## src/design/sbr_consts.svh

```systemverilog
// Timing, width and field constants for the single-wire brightness receiver.
// Assumes a 100 MHz reference clock; cycle counts derive from the times here.
`ifndef SBR_CONSTS_SVH
`define SBR_CONSTS_SVH

// ----------------------------------------------------------------------------
// Clock and link times
// ----------------------------------------------------------------------------
`define SBR_CLK_NS 10
`define SBR_T_START_NS 3500
`define SBR_BYTE_CLOSE_TIME_NS 3500
`define SBR_ACK_VALID_DELAY_NS 3500
`define SBR_ACK_PULSE_TIME_NS 900000

// Least times round up, the longest time rounds down.
`define SBR_START_CYC ((`SBR_T_START_NS + `SBR_CLK_NS - 1) / `SBR_CLK_NS)
`define SBR_EOS_CYC ((`SBR_BYTE_CLOSE_TIME_NS + `SBR_CLK_NS - 1) / `SBR_CLK_NS)
`define SBR_VALACK_CYC ((`SBR_ACK_VALID_DELAY_NS + `SBR_CLK_NS - 1) / `SBR_CLK_NS)
`define SBR_ACKN_CYC (`SBR_ACK_PULSE_TIME_NS / `SBR_CLK_NS)

// ----------------------------------------------------------------------------
// Widths, ratios and fields
// ----------------------------------------------------------------------------
`define SBR_CNT_W 16
`define SBR_ACK_CNT_W 17
`define SBR_RATIO 2
`define SBR_LAST_BIT 4'h7
`define SBR_BIT_CNT_RST 4'h0
`define SBR_LEVEL_W 5
`define SBR_NUM_LEVELS 32
`define SBR_SEL_RST 32'h80000000
`define SBR_SUBADDR_OK 2'h0
`define SBR_CMD_RST 8'h00

`endif

```

## src/design/sbr_pkg.sv

```systemverilog
// Types and shared decode for the single-wire brightness receiver.
// Assumes sbr_consts.svh is on the include path.
`include "sbr_consts.svh"

package sbr_pkg;

  // --------------------------------------------------------------------------
  // Carriers
  // --------------------------------------------------------------------------
  typedef struct packed {
    logic ack_request_bit;
    logic [1:0] subaddr;
    logic [`SBR_LEVEL_W-1:0] level;
  } sbr_cmd_t;

  typedef struct packed {
    logic ok;
    logic value;
  } sbr_bit_t;

  typedef enum logic [3:0] {
    SBR_IDLE,
    SBR_ADDR_BITS,
    SBR_ADDR_EOS,
    SBR_DATA_START,
    SBR_DATA_BITS,
    SBR_DATA_EOS,
    SBR_ACK_WAIT,
    SBR_ACK_PULSE,
    SBR_ERR_WAIT
  } sbr_state_t;

  // --------------------------------------------------------------------------
  // Ratio decode of one bit period
  // --------------------------------------------------------------------------
  // Widened so the doubled count cannot wrap on a saturated counter.
  function automatic sbr_bit_t sbr_decode(input logic [`SBR_CNT_W-1:0] lo,
                                          input logic [`SBR_CNT_W-1:0] hi);
    sbr_bit_t r;
    logic [`SBR_CNT_W+1:0] lo_w;
    logic [`SBR_CNT_W+1:0] hi_w;
    lo_w = (`SBR_CNT_W+2)'(lo);
    hi_w = (`SBR_CNT_W+2)'(hi);
    r.ok = 1'b0;
    r.value = 1'b0;
    if (lo_w >= hi_w * (`SBR_CNT_W+2)'(`SBR_RATIO)) begin
      r.ok = 1'b1;
    end else if (hi_w >= lo_w * (`SBR_CNT_W+2)'(`SBR_RATIO)) begin
      r.ok = 1'b1;
      r.value = 1'b1;
    end
    return r;
  endfunction

endpackage

```

## src/design/sbr_bit_timer.sv

```systemverilog
// Times the low and high phases of each falling-edge-to-falling-edge period.
// Assumes line_s is already synchronised to ref_clk.
`timescale 1ns/10ps
`include "sbr_consts.svh"

module sbr_bit_timer (
  // Clock and reset
  input wire logic ref_clk,
  input wire logic rstn,
  // Synchronised control line
  input wire logic line_s,
  // Events and decoded bit
  output logic fall,
  output logic bit_pulse,
  output sbr_pkg::sbr_bit_t bit_res,
  output logic low_long,
  output logic high_long,
  output logic [`SBR_CNT_W-1:0] low_cnt
);
  import sbr_pkg::*;

  localparam logic [`SBR_CNT_W-1:0] CNT_MAX = {`SBR_CNT_W{1'b1}};
  localparam logic [`SBR_CNT_W-1:0] EOS_LAST = `SBR_CNT_W'(`SBR_EOS_CYC - 1);
  localparam logic [`SBR_CNT_W-1:0] START_LAST = `SBR_CNT_W'(`SBR_START_CYC - 1);

  logic prev_q;
  logic open_q;
  logic [`SBR_CNT_W-1:0] low_q;
  logic [`SBR_CNT_W-1:0] high_q;

  // --------------------------------------------------------------------------
  // Edge and phase counters
  // --------------------------------------------------------------------------
  assign fall = prev_q & ~line_s;
  assign low_long = ~line_s && (low_q == EOS_LAST);
  assign high_long = line_s && (high_q == START_LAST);
  assign bit_pulse = fall & open_q;
  assign bit_res = sbr_decode(low_q, high_q);
  assign low_cnt = low_q;

  always_ff @(posedge ref_clk) begin
    if (!rstn) begin
      prev_q <= 1'b0;
    end else begin
      prev_q <= line_s;
    end
  end

  // Counters saturate so a long idle never aliases into a short phase.
  always_ff @(posedge ref_clk) begin
    if (!rstn) begin
      low_q <= '0;
      high_q <= '0;
    end else if (fall) begin
      low_q <= '0;
      high_q <= '0;
    end else if (!line_s) begin
      low_q <= (low_q == CNT_MAX) ? low_q : low_q + 1'b1;
    end else begin
      high_q <= (high_q == CNT_MAX) ? high_q : high_q + 1'b1;
    end
  end

  // A long low or high closes the period so the next edge only opens one.
  always_ff @(posedge ref_clk) begin
    if (!rstn) begin
      open_q <= 1'b0;
    end else if (fall) begin
      open_q <= 1'b1;
    end else if (low_long || high_long) begin
      open_q <= 1'b0;
    end
  end
endmodule

```

## src/design/sbr_rx.sv

```systemverilog
// Receiver for the one-wire brightness command link with open-drain ack.
// Assumes line_i is the raw pin level, resolved outside with a pull-up.
`timescale 1ns/10ps
`include "sbr_consts.svh"

module sbr_rx #(
  parameter int ACK_CYC = `SBR_ACKN_CYC,
  parameter logic [7:0] DEV_ADDR = 8'h5A // Value is arbitrary.
) (
  // Clock and reset
  input wire logic ref_clk,
  input wire logic rstn,
  // Control line, open drain
  input wire logic line_i,
  output logic line_o,
  output logic line_oe,
  // Command results
  output sbr_pkg::sbr_cmd_t cmd,
  output logic [`SBR_NUM_LEVELS-1:0] ref_sel,
  output logic cmd_valid,
  output logic rx_error,
  output logic ack_done
);
  import sbr_pkg::*;

  localparam logic [`SBR_CNT_W-1:0] VALACK_CNT = `SBR_CNT_W'(`SBR_VALACK_CYC);
  localparam logic [`SBR_ACK_CNT_W-1:0] ACK_LAST = `SBR_ACK_CNT_W'(ACK_CYC - 1);

  // --------------------------------------------------------------------------
  // Pin synchroniser and bit timer
  // --------------------------------------------------------------------------
  logic sync1_q;
  logic sync2_q;
  logic fall;
  logic bit_pulse;
  sbr_bit_t bit_res;
  logic low_long;
  logic high_long;
  logic [`SBR_CNT_W-1:0] low_cnt;

  always_ff @(posedge ref_clk) begin
    if (!rstn) begin
      sync1_q <= 1'b1;
      sync2_q <= 1'b1;
    end else begin
      sync1_q <= line_i;
      sync2_q <= sync1_q;
    end
  end

  sbr_bit_timer i_sbr_bit_timer (
    .ref_clk(ref_clk),
    .rstn(rstn),
    .line_s(sync2_q),
    .fall(fall),
    .bit_pulse(bit_pulse),
    .bit_res(bit_res),
    .low_long(low_long),
    .high_long(high_long),
    .low_cnt(low_cnt)
  );

  // --------------------------------------------------------------------------
  // Protocol state
  // --------------------------------------------------------------------------
  sbr_state_t state_q;
  logic [3:0] bit_cnt_q;
  logic [7:0] shift_q;
  logic [7:0] next_byte;
  logic addr_match_q;
  logic [`SBR_ACK_CNT_W-1:0] ack_cnt_q;
  logic line_oe_q;
  logic line_o_q;
  sbr_cmd_t cmd_q;
  logic [`SBR_NUM_LEVELS-1:0] ref_sel_q;
  logic cmd_valid_q;
  logic rx_error_q;
  logic ack_done_q;
  logic byte_end;
  logic bad_bit;
  sbr_cmd_t rx_cmd;

  assign next_byte = {shift_q[6:0], bit_res.value};
  assign byte_end = bit_pulse && bit_res.ok && (bit_cnt_q == `SBR_LAST_BIT);
  assign bad_bit = bit_pulse && !bit_res.ok;
  assign rx_cmd = sbr_cmd_t'(shift_q);

  always_ff @(posedge ref_clk) begin
    if (!rstn) begin
      state_q <= SBR_IDLE;
    end else begin
      unique case (state_q)
        SBR_IDLE: begin
          if (fall) begin
            state_q <= SBR_ADDR_BITS;
          end
        end
        SBR_ADDR_BITS, SBR_DATA_BITS: begin
          if (bad_bit || low_long || high_long) begin
            state_q <= SBR_ERR_WAIT;
          end else if (byte_end) begin
            state_q <= (state_q == SBR_ADDR_BITS) ? SBR_ADDR_EOS : SBR_DATA_EOS;
          end
        end
        SBR_ADDR_EOS: begin
          if (fall || high_long) begin
            state_q <= SBR_ERR_WAIT;
          end else if (low_long) begin
            state_q <= SBR_DATA_START;
          end
        end
        SBR_DATA_START: begin
          if (fall) begin
            state_q <= SBR_ERR_WAIT;
          end else if (high_long) begin
            state_q <= SBR_DATA_BITS;
          end
        end
        SBR_DATA_EOS: begin
          if (fall || high_long) begin
            state_q <= SBR_ERR_WAIT;
          end else if (low_long) begin
            state_q <= (addr_match_q && rx_cmd.ack_request_bit) ? SBR_ACK_WAIT : SBR_IDLE;
          end
        end
        SBR_ACK_WAIT: begin
          if (high_long) begin
            state_q <= SBR_IDLE;
          end else if (!sync2_q && low_cnt >= VALACK_CNT) begin
            state_q <= SBR_ACK_PULSE;
          end
        end
        SBR_ACK_PULSE: begin
          if (ack_cnt_q == ACK_LAST) begin
            state_q <= SBR_IDLE;
          end
        end
        SBR_ERR_WAIT: begin
          if (high_long) begin
            state_q <= SBR_IDLE;
          end
        end
        default: begin
          state_q <= SBR_IDLE;
        end
      endcase
    end
  end

  // Shift register and bit counter; bits enter at the bottom, MSB first.
  always_ff @(posedge ref_clk) begin
    if (!rstn) begin
      shift_q <= `SBR_CMD_RST;
      bit_cnt_q <= `SBR_BIT_CNT_RST;
    end else if (state_q == SBR_IDLE || state_q == SBR_DATA_START) begin
      bit_cnt_q <= `SBR_BIT_CNT_RST;
    end else if (bit_pulse && bit_res.ok) begin
      shift_q <= next_byte;
      bit_cnt_q <= bit_cnt_q + 4'h1;
    end
  end

  always_ff @(posedge ref_clk) begin
    if (!rstn) begin
      addr_match_q <= 1'b0;
    end else if (state_q == SBR_IDLE) begin
      addr_match_q <= 1'b0;
    end else if (state_q == SBR_ADDR_BITS && byte_end) begin
      addr_match_q <= (next_byte == DEV_ADDR);
    end
  end

  // --------------------------------------------------------------------------
  // Command apply
  // --------------------------------------------------------------------------
  // A non-zero sub-address is taken as meant for another function: not applied, but still acknowledged.
  always_ff @(posedge ref_clk) begin
    if (!rstn) begin
      cmd_q <= sbr_cmd_t'(`SBR_CMD_RST);
      ref_sel_q <= `SBR_SEL_RST;
      cmd_valid_q <= 1'b0;
    end else begin
      cmd_valid_q <= 1'b0;
      if (state_q == SBR_DATA_EOS && low_long && addr_match_q) begin
        if (rx_cmd.subaddr == `SBR_SUBADDR_OK) begin
          cmd_q <= rx_cmd;
          ref_sel_q <= `SBR_NUM_LEVELS'(1) << rx_cmd.level;
          cmd_valid_q <= 1'b1;
        end
      end
    end
  end

  always_ff @(posedge ref_clk) begin
    if (!rstn) begin
      rx_error_q <= 1'b0;
    end else begin
      rx_error_q <= (state_q != SBR_ERR_WAIT) && (state_q != SBR_IDLE)
                    && (state_q != SBR_ACK_WAIT) && (state_q != SBR_ACK_PULSE)
                    && ((bad_bit || high_long || low_long) && !byte_end)
                    && !((state_q == SBR_ADDR_EOS || state_q == SBR_DATA_EOS) && low_long)
                    && !(state_q == SBR_DATA_START && high_long)
                    || (fall && (state_q == SBR_ADDR_EOS || state_q == SBR_DATA_EOS
                                 || state_q == SBR_DATA_START));
    end
  end

  // --------------------------------------------------------------------------
  // Acknowledge pull-down
  // --------------------------------------------------------------------------
  // The pin only ever sinks; the pull-up on the line supplies the high level.
  always_ff @(posedge ref_clk) begin
    if (!rstn) begin
      line_oe_q <= 1'b0;
      line_o_q <= 1'b0;
      ack_cnt_q <= '0;
      ack_done_q <= 1'b0;
    end else begin
      line_o_q <= 1'b0;
      ack_done_q <= 1'b0;
      if (state_q == SBR_ACK_WAIT && !high_long && !sync2_q && low_cnt >= VALACK_CNT) begin
        line_oe_q <= 1'b1;
        ack_cnt_q <= '0;
      end else if (state_q == SBR_ACK_PULSE) begin
        ack_cnt_q <= ack_cnt_q + 1'b1;
        if (ack_cnt_q == ACK_LAST) begin
          line_oe_q <= 1'b0;
          ack_done_q <= 1'b1;
        end
      end
    end
  end

  assign line_o = line_o_q;
  assign line_oe = line_oe_q;
  assign cmd = cmd_q;
  assign ref_sel = ref_sel_q;
  assign cmd_valid = cmd_valid_q;
  assign rx_error = rx_error_q;
  assign ack_done = ack_done_q;
endmodule

```

## config.mk

```make
export PLATFORM = sky130hd
export DESIGN_NAME = sbr_rx
export DESIGN_NICKNAME = d
export VERILOG_FILES = /design/src/design/sbr_pkg.sv /design/src/design/sbr_bit_timer.sv /design/src/design/sbr_rx.sv
export VERILOG_INCLUDE_DIRS = /design/src /design/src/design
export SDC_FILE = /design/constraint.sdc
export NUM_CORES = 1
export LEC_CHECK = 0
export BUFFER_PORTS_ARGS = -buffer_cell sky130_fd_sc_hd__buf_2
export CAP_MARGIN = 40
export CORE_MARGIN = 5
export CORE_UTILIZATION = 30
export CTS_BUF_LIST = sky130_fd_sc_hd__clkbuf_8 sky130_fd_sc_hd__clkbuf_16
export DETAILED_ROUTE_END_ITERATION = 8
export GPL_TIMING_DRIVEN = 0
export PLACE_DENSITY = 0.49
export SYNTH_ARGS = -nofsm -noshare
export SYNTH_HDL_FRONTEND = slang
export SYNTH_SLANG_ARGS = --single-unit
```

## constraint.sdc

```tcl
create_clock -name ref_clk -period 2.85 [get_ports ref_clk]
set_input_delay 0.57 -clock ref_clk [delete_from_list [all_inputs] [get_ports ref_clk]]
set_output_delay 0.57 -clock ref_clk [all_outputs]
set_load 0.02 [all_outputs]
```

# Word level (Yosys, flattened, before mapping)
# Index checks and enable logic that the tools add are counted.
# word_totals
out_inout_bits	45
in_bits	3
reg_bits	114
elab_cells	145
# classes
n_lt_le_gt_ge	3
n_addsub	4
n_eq_ne	26
reduce_logical	58
bitwise_logic	8
n_mux	26
n_shift	1
# ops
op	n
$mux W4	13
$ge A16 B17 Y1	2
$add A16 B1 Y16 const B	2
$eq A16 B16 Y1 const B	2
$eq A16 B9 Y1 const B	2
$pmux W4 S8	1
$shl A1 B5 Y32 const A	1
$logic_and A1 B1 Y1	23
$eq A4 B3 Y1 const B	5
$add A17 B1 Y17 const B	1
$eq A17 B17 Y1 const B	1
$ge A16 B9 Y1 const B	1
$reduce_and A2 Y1	6
$logic_or A1 B1 Y1	10
$reduce_or A2 Y1	5
$mux W1	9
$ne A3 B3 Y1 const B	3
$eq A4 B2 Y1 const B	2
$eq A8 B7 Y1 const B	1
$ne A4 B3 Y1 const B	2
$reduce_and A8 Y1	1
$logic_not A1 Y1	6
$mux W3	2
$ne A3 B2 Y1 const B	2
other kinds (14)	23

# Depth between registers and ports, before layout
# logic_depth
word_depth	12
ltp_mapped	10
mapped_depth_nobuf	9

# Hierarchy
# From an unflattened synthesis, not the netlist that was laid out.
# hier_totals
hier_cells	716
hier_area_um2	5889.4
# by_module_without_submodules
module	cells_per_inst	area_per_inst_um2	n_inst
sbr_rx	423	3488.3	1
sbr_bit_timer	293	2401.1	1

# Worst setup path before layout
# No wires, ideal clock.
# synth_path
path_type	register to register
start	register i_sbr_bit_timer.low_q[13] (netlist: i_sbr_bit_timer.low_cnt[13])
end	register shift_q[2] (netlist: rx_cmd[2])
synth_period_minus_slack_ps	2470
path_buffers	1
arrival_time_ps	2398
path_slack_ps	380
stages_incl_launch_ff	11
path_cell_list	dfxtp_1 inv_1 ha_1 a21o_1 a21oi_1 or3b_1 o31a_1 o21ai_2 nand2b_1 buf_6 mux2i_1
# synth_via
elab_chain_cells	5
# synth_rtl
item	line_no	rtl
start, declared	sbr_bit_timer.sv:28	logic [`SBR_CNT_W-1:0] low_q;
start signal, assigned	sbr_bit_timer.sv:58	low_q <= (low_q == CNT_MAX) ? low_q : low_q + 1'b1;
$ge A16 B17 Y1	sbr_pkg.sv:48	end else if (hi_w >= lo_w * (`SBR_CNT_W+2)'(`SBR_RATIO)) begin
$mux W2	sbr_pkg.sv:48	
$mux W1 *	sbr_pkg.sv:46	if (lo_w >= hi_w * (`SBR_CNT_W+2)'(`SBR_RATIO)) begin
$logic_and A1 B1 Y1 *	sbr_rx.sv:157	end else if (bit_pulse && bit_res.ok) begin
$reduce_and A2 Y1 (no source line) *	n/a	
end signal, assigned	sbr_rx.sv:153	shift_q <= `SBR_CMD_RST;
end signal, assigned	sbr_rx.sv:158	shift_q <= next_byte;
end, declared	sbr_rx.sv:68	logic [7:0] shift_q;
# Mark *: on every way between the ends. The rest lies on a longest branch, timed or not.
# A chain may end at the register's enable or synchronous reset.

# Worst setup path after layout
# layout_path
start	register i_sbr_bit_timer.low_q[13] (netlist: i_sbr_bit_timer.low_cnt[13])
end	register shift_q[4] (netlist: rx_cmd[4])
# The elaborated chain is that of the path after synthesis.

==> flow_summary.json <==
{
  "layout_min_cycle_time_ps": 2680,
  "met2RoutedLength_um": 6790,
  "critical-path-slowest-cell": "dfxtp_2",
  "tritoncts_clock_tree": "yes",
  "grt_antenna_before_repair": 0,
  "route.vias.total": 4957,
  "drt-met1-wl_um": 7240,
  "place.gp.congestion": 0.842,
  "final_hold_slack_ps": 360,
  "layout-area-overhead-vs-synth_pct": 20.5,
  "clock-root-buffer": "clkbuf_16",
  "synth-main-ff-cell": "dfxtp_1",
  "fin_nets": 794,
  "max_stage_delay_ps": 390,
  "mappedNetlistNets": 730,
  "clk_pin_slew_ps": 60,
  "place_area_um2": 6420,
  "regArea_um2": 2280,
  "finalCoreUtilization": 0.366,
  "run_status": "complete, no violations",
  "max_cap_violations": 0,
  "detail_route.vias_per_cell": 4.80,
  "design.core.area_um2": 19300,
  "grt_pass1_wl_um": 24800,
  "asyncSetResetFlopFracSynth": 0,
  "timing.final.setup_violations": 0,
  "critical_path.startpoint_type": "flip-flop",
  "cell_leakage_power_uw": 0.00279,
  "critPathRequiredTime_ps": 3190,
  "synth_area_um2": 5870,
  "worst_hold_check_path_type": "input pin to flip-flop",
  "drt_drc_violations_left": 0,
  "wire_per_inst_um": 14.5,
  "syn_area_per_cell_um2": 8.50,
  "ios": 48,
  "total_power_uw": 3950,
  "transition_time_at_the_pin_with_the_least_slew_margin_ps": 598,
  "detail-route-antenna-nets": 0,
  "fraction_of_final_layout_cells_sized_beyond_drive_strength_1": 0.138,
  "die-width_um": 150,
  "placed_wire_length_estimate_um": 11100,
  "setup_repair_after_global_routing_missed_its_margin": "false",
  "routed_wirelength_um": 14900,
  "clock_tree.htree_level_count": 4,
  "report.final.slew_viol_count": 0,
  "crit_type": "flip-flop to flip-flop",
  "clkSinkCount": 114,
  "postLayoutCellArea_um2": 7070,
  "synthDistinctLibCells": 67,
  "synth_seq_cells": 114,
  "pre_cts_slack_ps": -23.0,
  "timing.fmax_ghz": 0.374,
  "clk_latency_ps": 410,
  "detail_route.iter0.violations": 222,
  "synth_enable_flop_cells": 0,
  "critPathMaxFanout": 8,
  "worst_clock_skew_ps": 10.3,
  "met3WireLength_um": 744,
  "rows": 51,
  "postCtsHoldBufs": 0,
  "initial_core_util": 0.303,
  "synth_cells": 690,
  "multi_input_comb_area_um2": 3370,
  "global_route.overflow_total": 0,
  "synth.yosys.warnings": 0,
  "design.die.area_um2": 22400,
  "grt_max_degree": 17,
  "relSlewSlack": 0.601,
  "cts-buffers-inserted": 17,
  "num_antenna_cells": 0,
  "first_global_vias": 4774,
  "final_critical_path_setup_slack_ps": 173,
  "grt_use_total": 0.138,
  "cts_buffer_depth": 2,
  "finalHoldViolations": 0,
  "crit-reg2reg-launch": "i_sbr_bit_timer.low_cnt[13]$_SDFFE_PP0P_",
  "p_per_area_nw_per_um2": 559,
  "final_min_period_over_clock_period": 0.939,
  "highest-signal-layer": "met4",
  "holdCritStartpoint": "line_i",
  "worst-endpoint-arrival_ps": 3020,
  "yosysSeqAreaShare": 0.389,
  "critical_path.startpoint": "i_sbr_bit_timer.low_cnt[13]$_SDFFE_PP0P_",
  "filler_cell_count": 2050,
  "critical_path.endpoint_type": "flip-flop",
  "vdd_drop_max_uv": 412,
  "path_cells": "inv_1 -> ha_1 -> a21o_1 -> a21oi_1 -> or3b_1 -> o31a_2 -> o21ai_4 -> nand2b_1 -> buf_6 -> mux2i_1",
  "detail_route.first_pass.iterations": 4,
  "portBuffers": 45,
  "die-height_um": 150
}
## state kept, by name (all words and copies together) (netlist names)
| signal | flops |
|---|---|
| state_q | 4 |
| i_sbr_bit_timer.open_q | 1 |
| sync1_q | 1 |
| rx_cmd | 8 |
| sync2_q | 1 |
| i_sbr_bit_timer.prev_q | 1 |
| ref_sel | 32 |
| ack_cnt_q | 17 |
| addr_match_q | 1 |
| rx_error | 1 |
| ack_done | 1 |
| i_sbr_bit_timer.high_q | 16 |
| bit_cnt_q | 4 |
| cmd | 8 |
| i_sbr_bit_timer.low_cnt | 16 |
| line_oe | 1 |
| cmd_valid | 1 |
## Yosys cell counts, types with 20 or more instances
cell,count,area share
a21oi_1,25,0.021
o21ai_0,36,0.031
nand3_1,26,0.022
nor2b_1,24,0.026
dfxtp_1,114,0.39
inv_1,32,0.020
clkbuf_1,22,0.014
nand2_1,74,0.047
xnor2_1,33,0.049
ha_1,37,0.079
and3_1,20,0.021
nor2_1,68,0.044
## placed cells by master (no fill, tap or decap), types with 5 or more instances in the layout
cell type,synthesis,routed
and2_1,10,10
clkinv_4,0,5
nand2b_1,10,10
dfxtp_1,114,112
clkbuf_1,22,22
buf_2,4,49
o21ai_0,36,36
and3_1,20,20
and4_1,9,9
a21boi_0,10,10
a21oi_1,25,24
nor3_1,8,8
xnor2_1,33,33
or3_1,5,5
clkbuf_16,0,17
inv_1,32,33
a22oi_1,15,15
mux2i_1,10,10
a21o_1,7,7
ha_1,37,37
xor2_1,9,9
nor2_1,68,67
nand4_1,15,15
nor2b_1,24,24
nand2_1,74,74
nand3_1,26,26
## cells by family after synthesis
family / count (synthesis) / share of synthesized area
mux: 10 / 0.0171
fa+ha+maj: 37 / 0.0789
buf+inv: 61 / 0.0420
compound gates: 125 / 0.141
simple gates: 300 / 0.269
other cells: 1 / 0.000639
flops: 114 / 0.389
xor+xnor: 42 / 0.0627
## worst max-delay path: cells and delay by family (launching register included)
kind / cells / cell delay [ps]
AO/OA/AOI/OAI: 4 / 980
AND/OR/NAND/NOR: 2 / 520
flip-flops: 1 / 390
adder cells (fa/ha/maj): 1 / 290
buffers and inverters: 2 / 210
multiplexers: 1 / 190
## metrics by stage
stage,cells,TNS [ps]
finish,1032,0
global placement,1000,-109
CTS,1032,0
floorplan,690,0
global route,1032,0
detailed placement,1000,-61.8
## where the power goes
group          internal (µW)  switching, µW  total (µW)  leakage [µW]
Combinational           45.8           88.2         134       0.00157
Sequential              1600           10.9        1610      0.000921
Clock                   1380            815        2200      0.000304
Total                   3030            914        3950       0.00279
## area by class of cell
cell class | count | area share
plain buffers | 29 | 0.0179
clock buffers | 17 | 0.0602
clock inverters | 15 | 0.0258
inverters | 32 | 0.0170
multi-input cells | 515 | 0.477
flip-flops and latches | 114 | 0.323
well taps | 265 | 0.0469
repair buffers | 45 | 0.0319
## layer usage
metal / vias up / global-route usage
met3: 12 / 0.0342
met2: 97 / 0.223
met4: 0 / 0.0393
met1: 2295 / 0.183
met5: - / 0
li1: 2553 / -
## repair_timing
item	in CTS	in global routing
resized for setup	1	8
buffers inserted	0	0
endpoints found under the setup margin	3	26
## worst paths after layout
path | to | slack, ps | cells after the start
worst max-delay path | rx_cmd[4]$_SDFFE_PN0P_ | 170 | 10
worst min-delay path | sync1_q$_SDFF_PN1_ | 360 | 2
worst max register to register | rx_cmd[4]$_SDFFE_PN0P_ | 170 | 10
worst min register to register | sync2_q$_SDFF_PN1_ | 410 | 1
(Power assumes the default switching activity.)
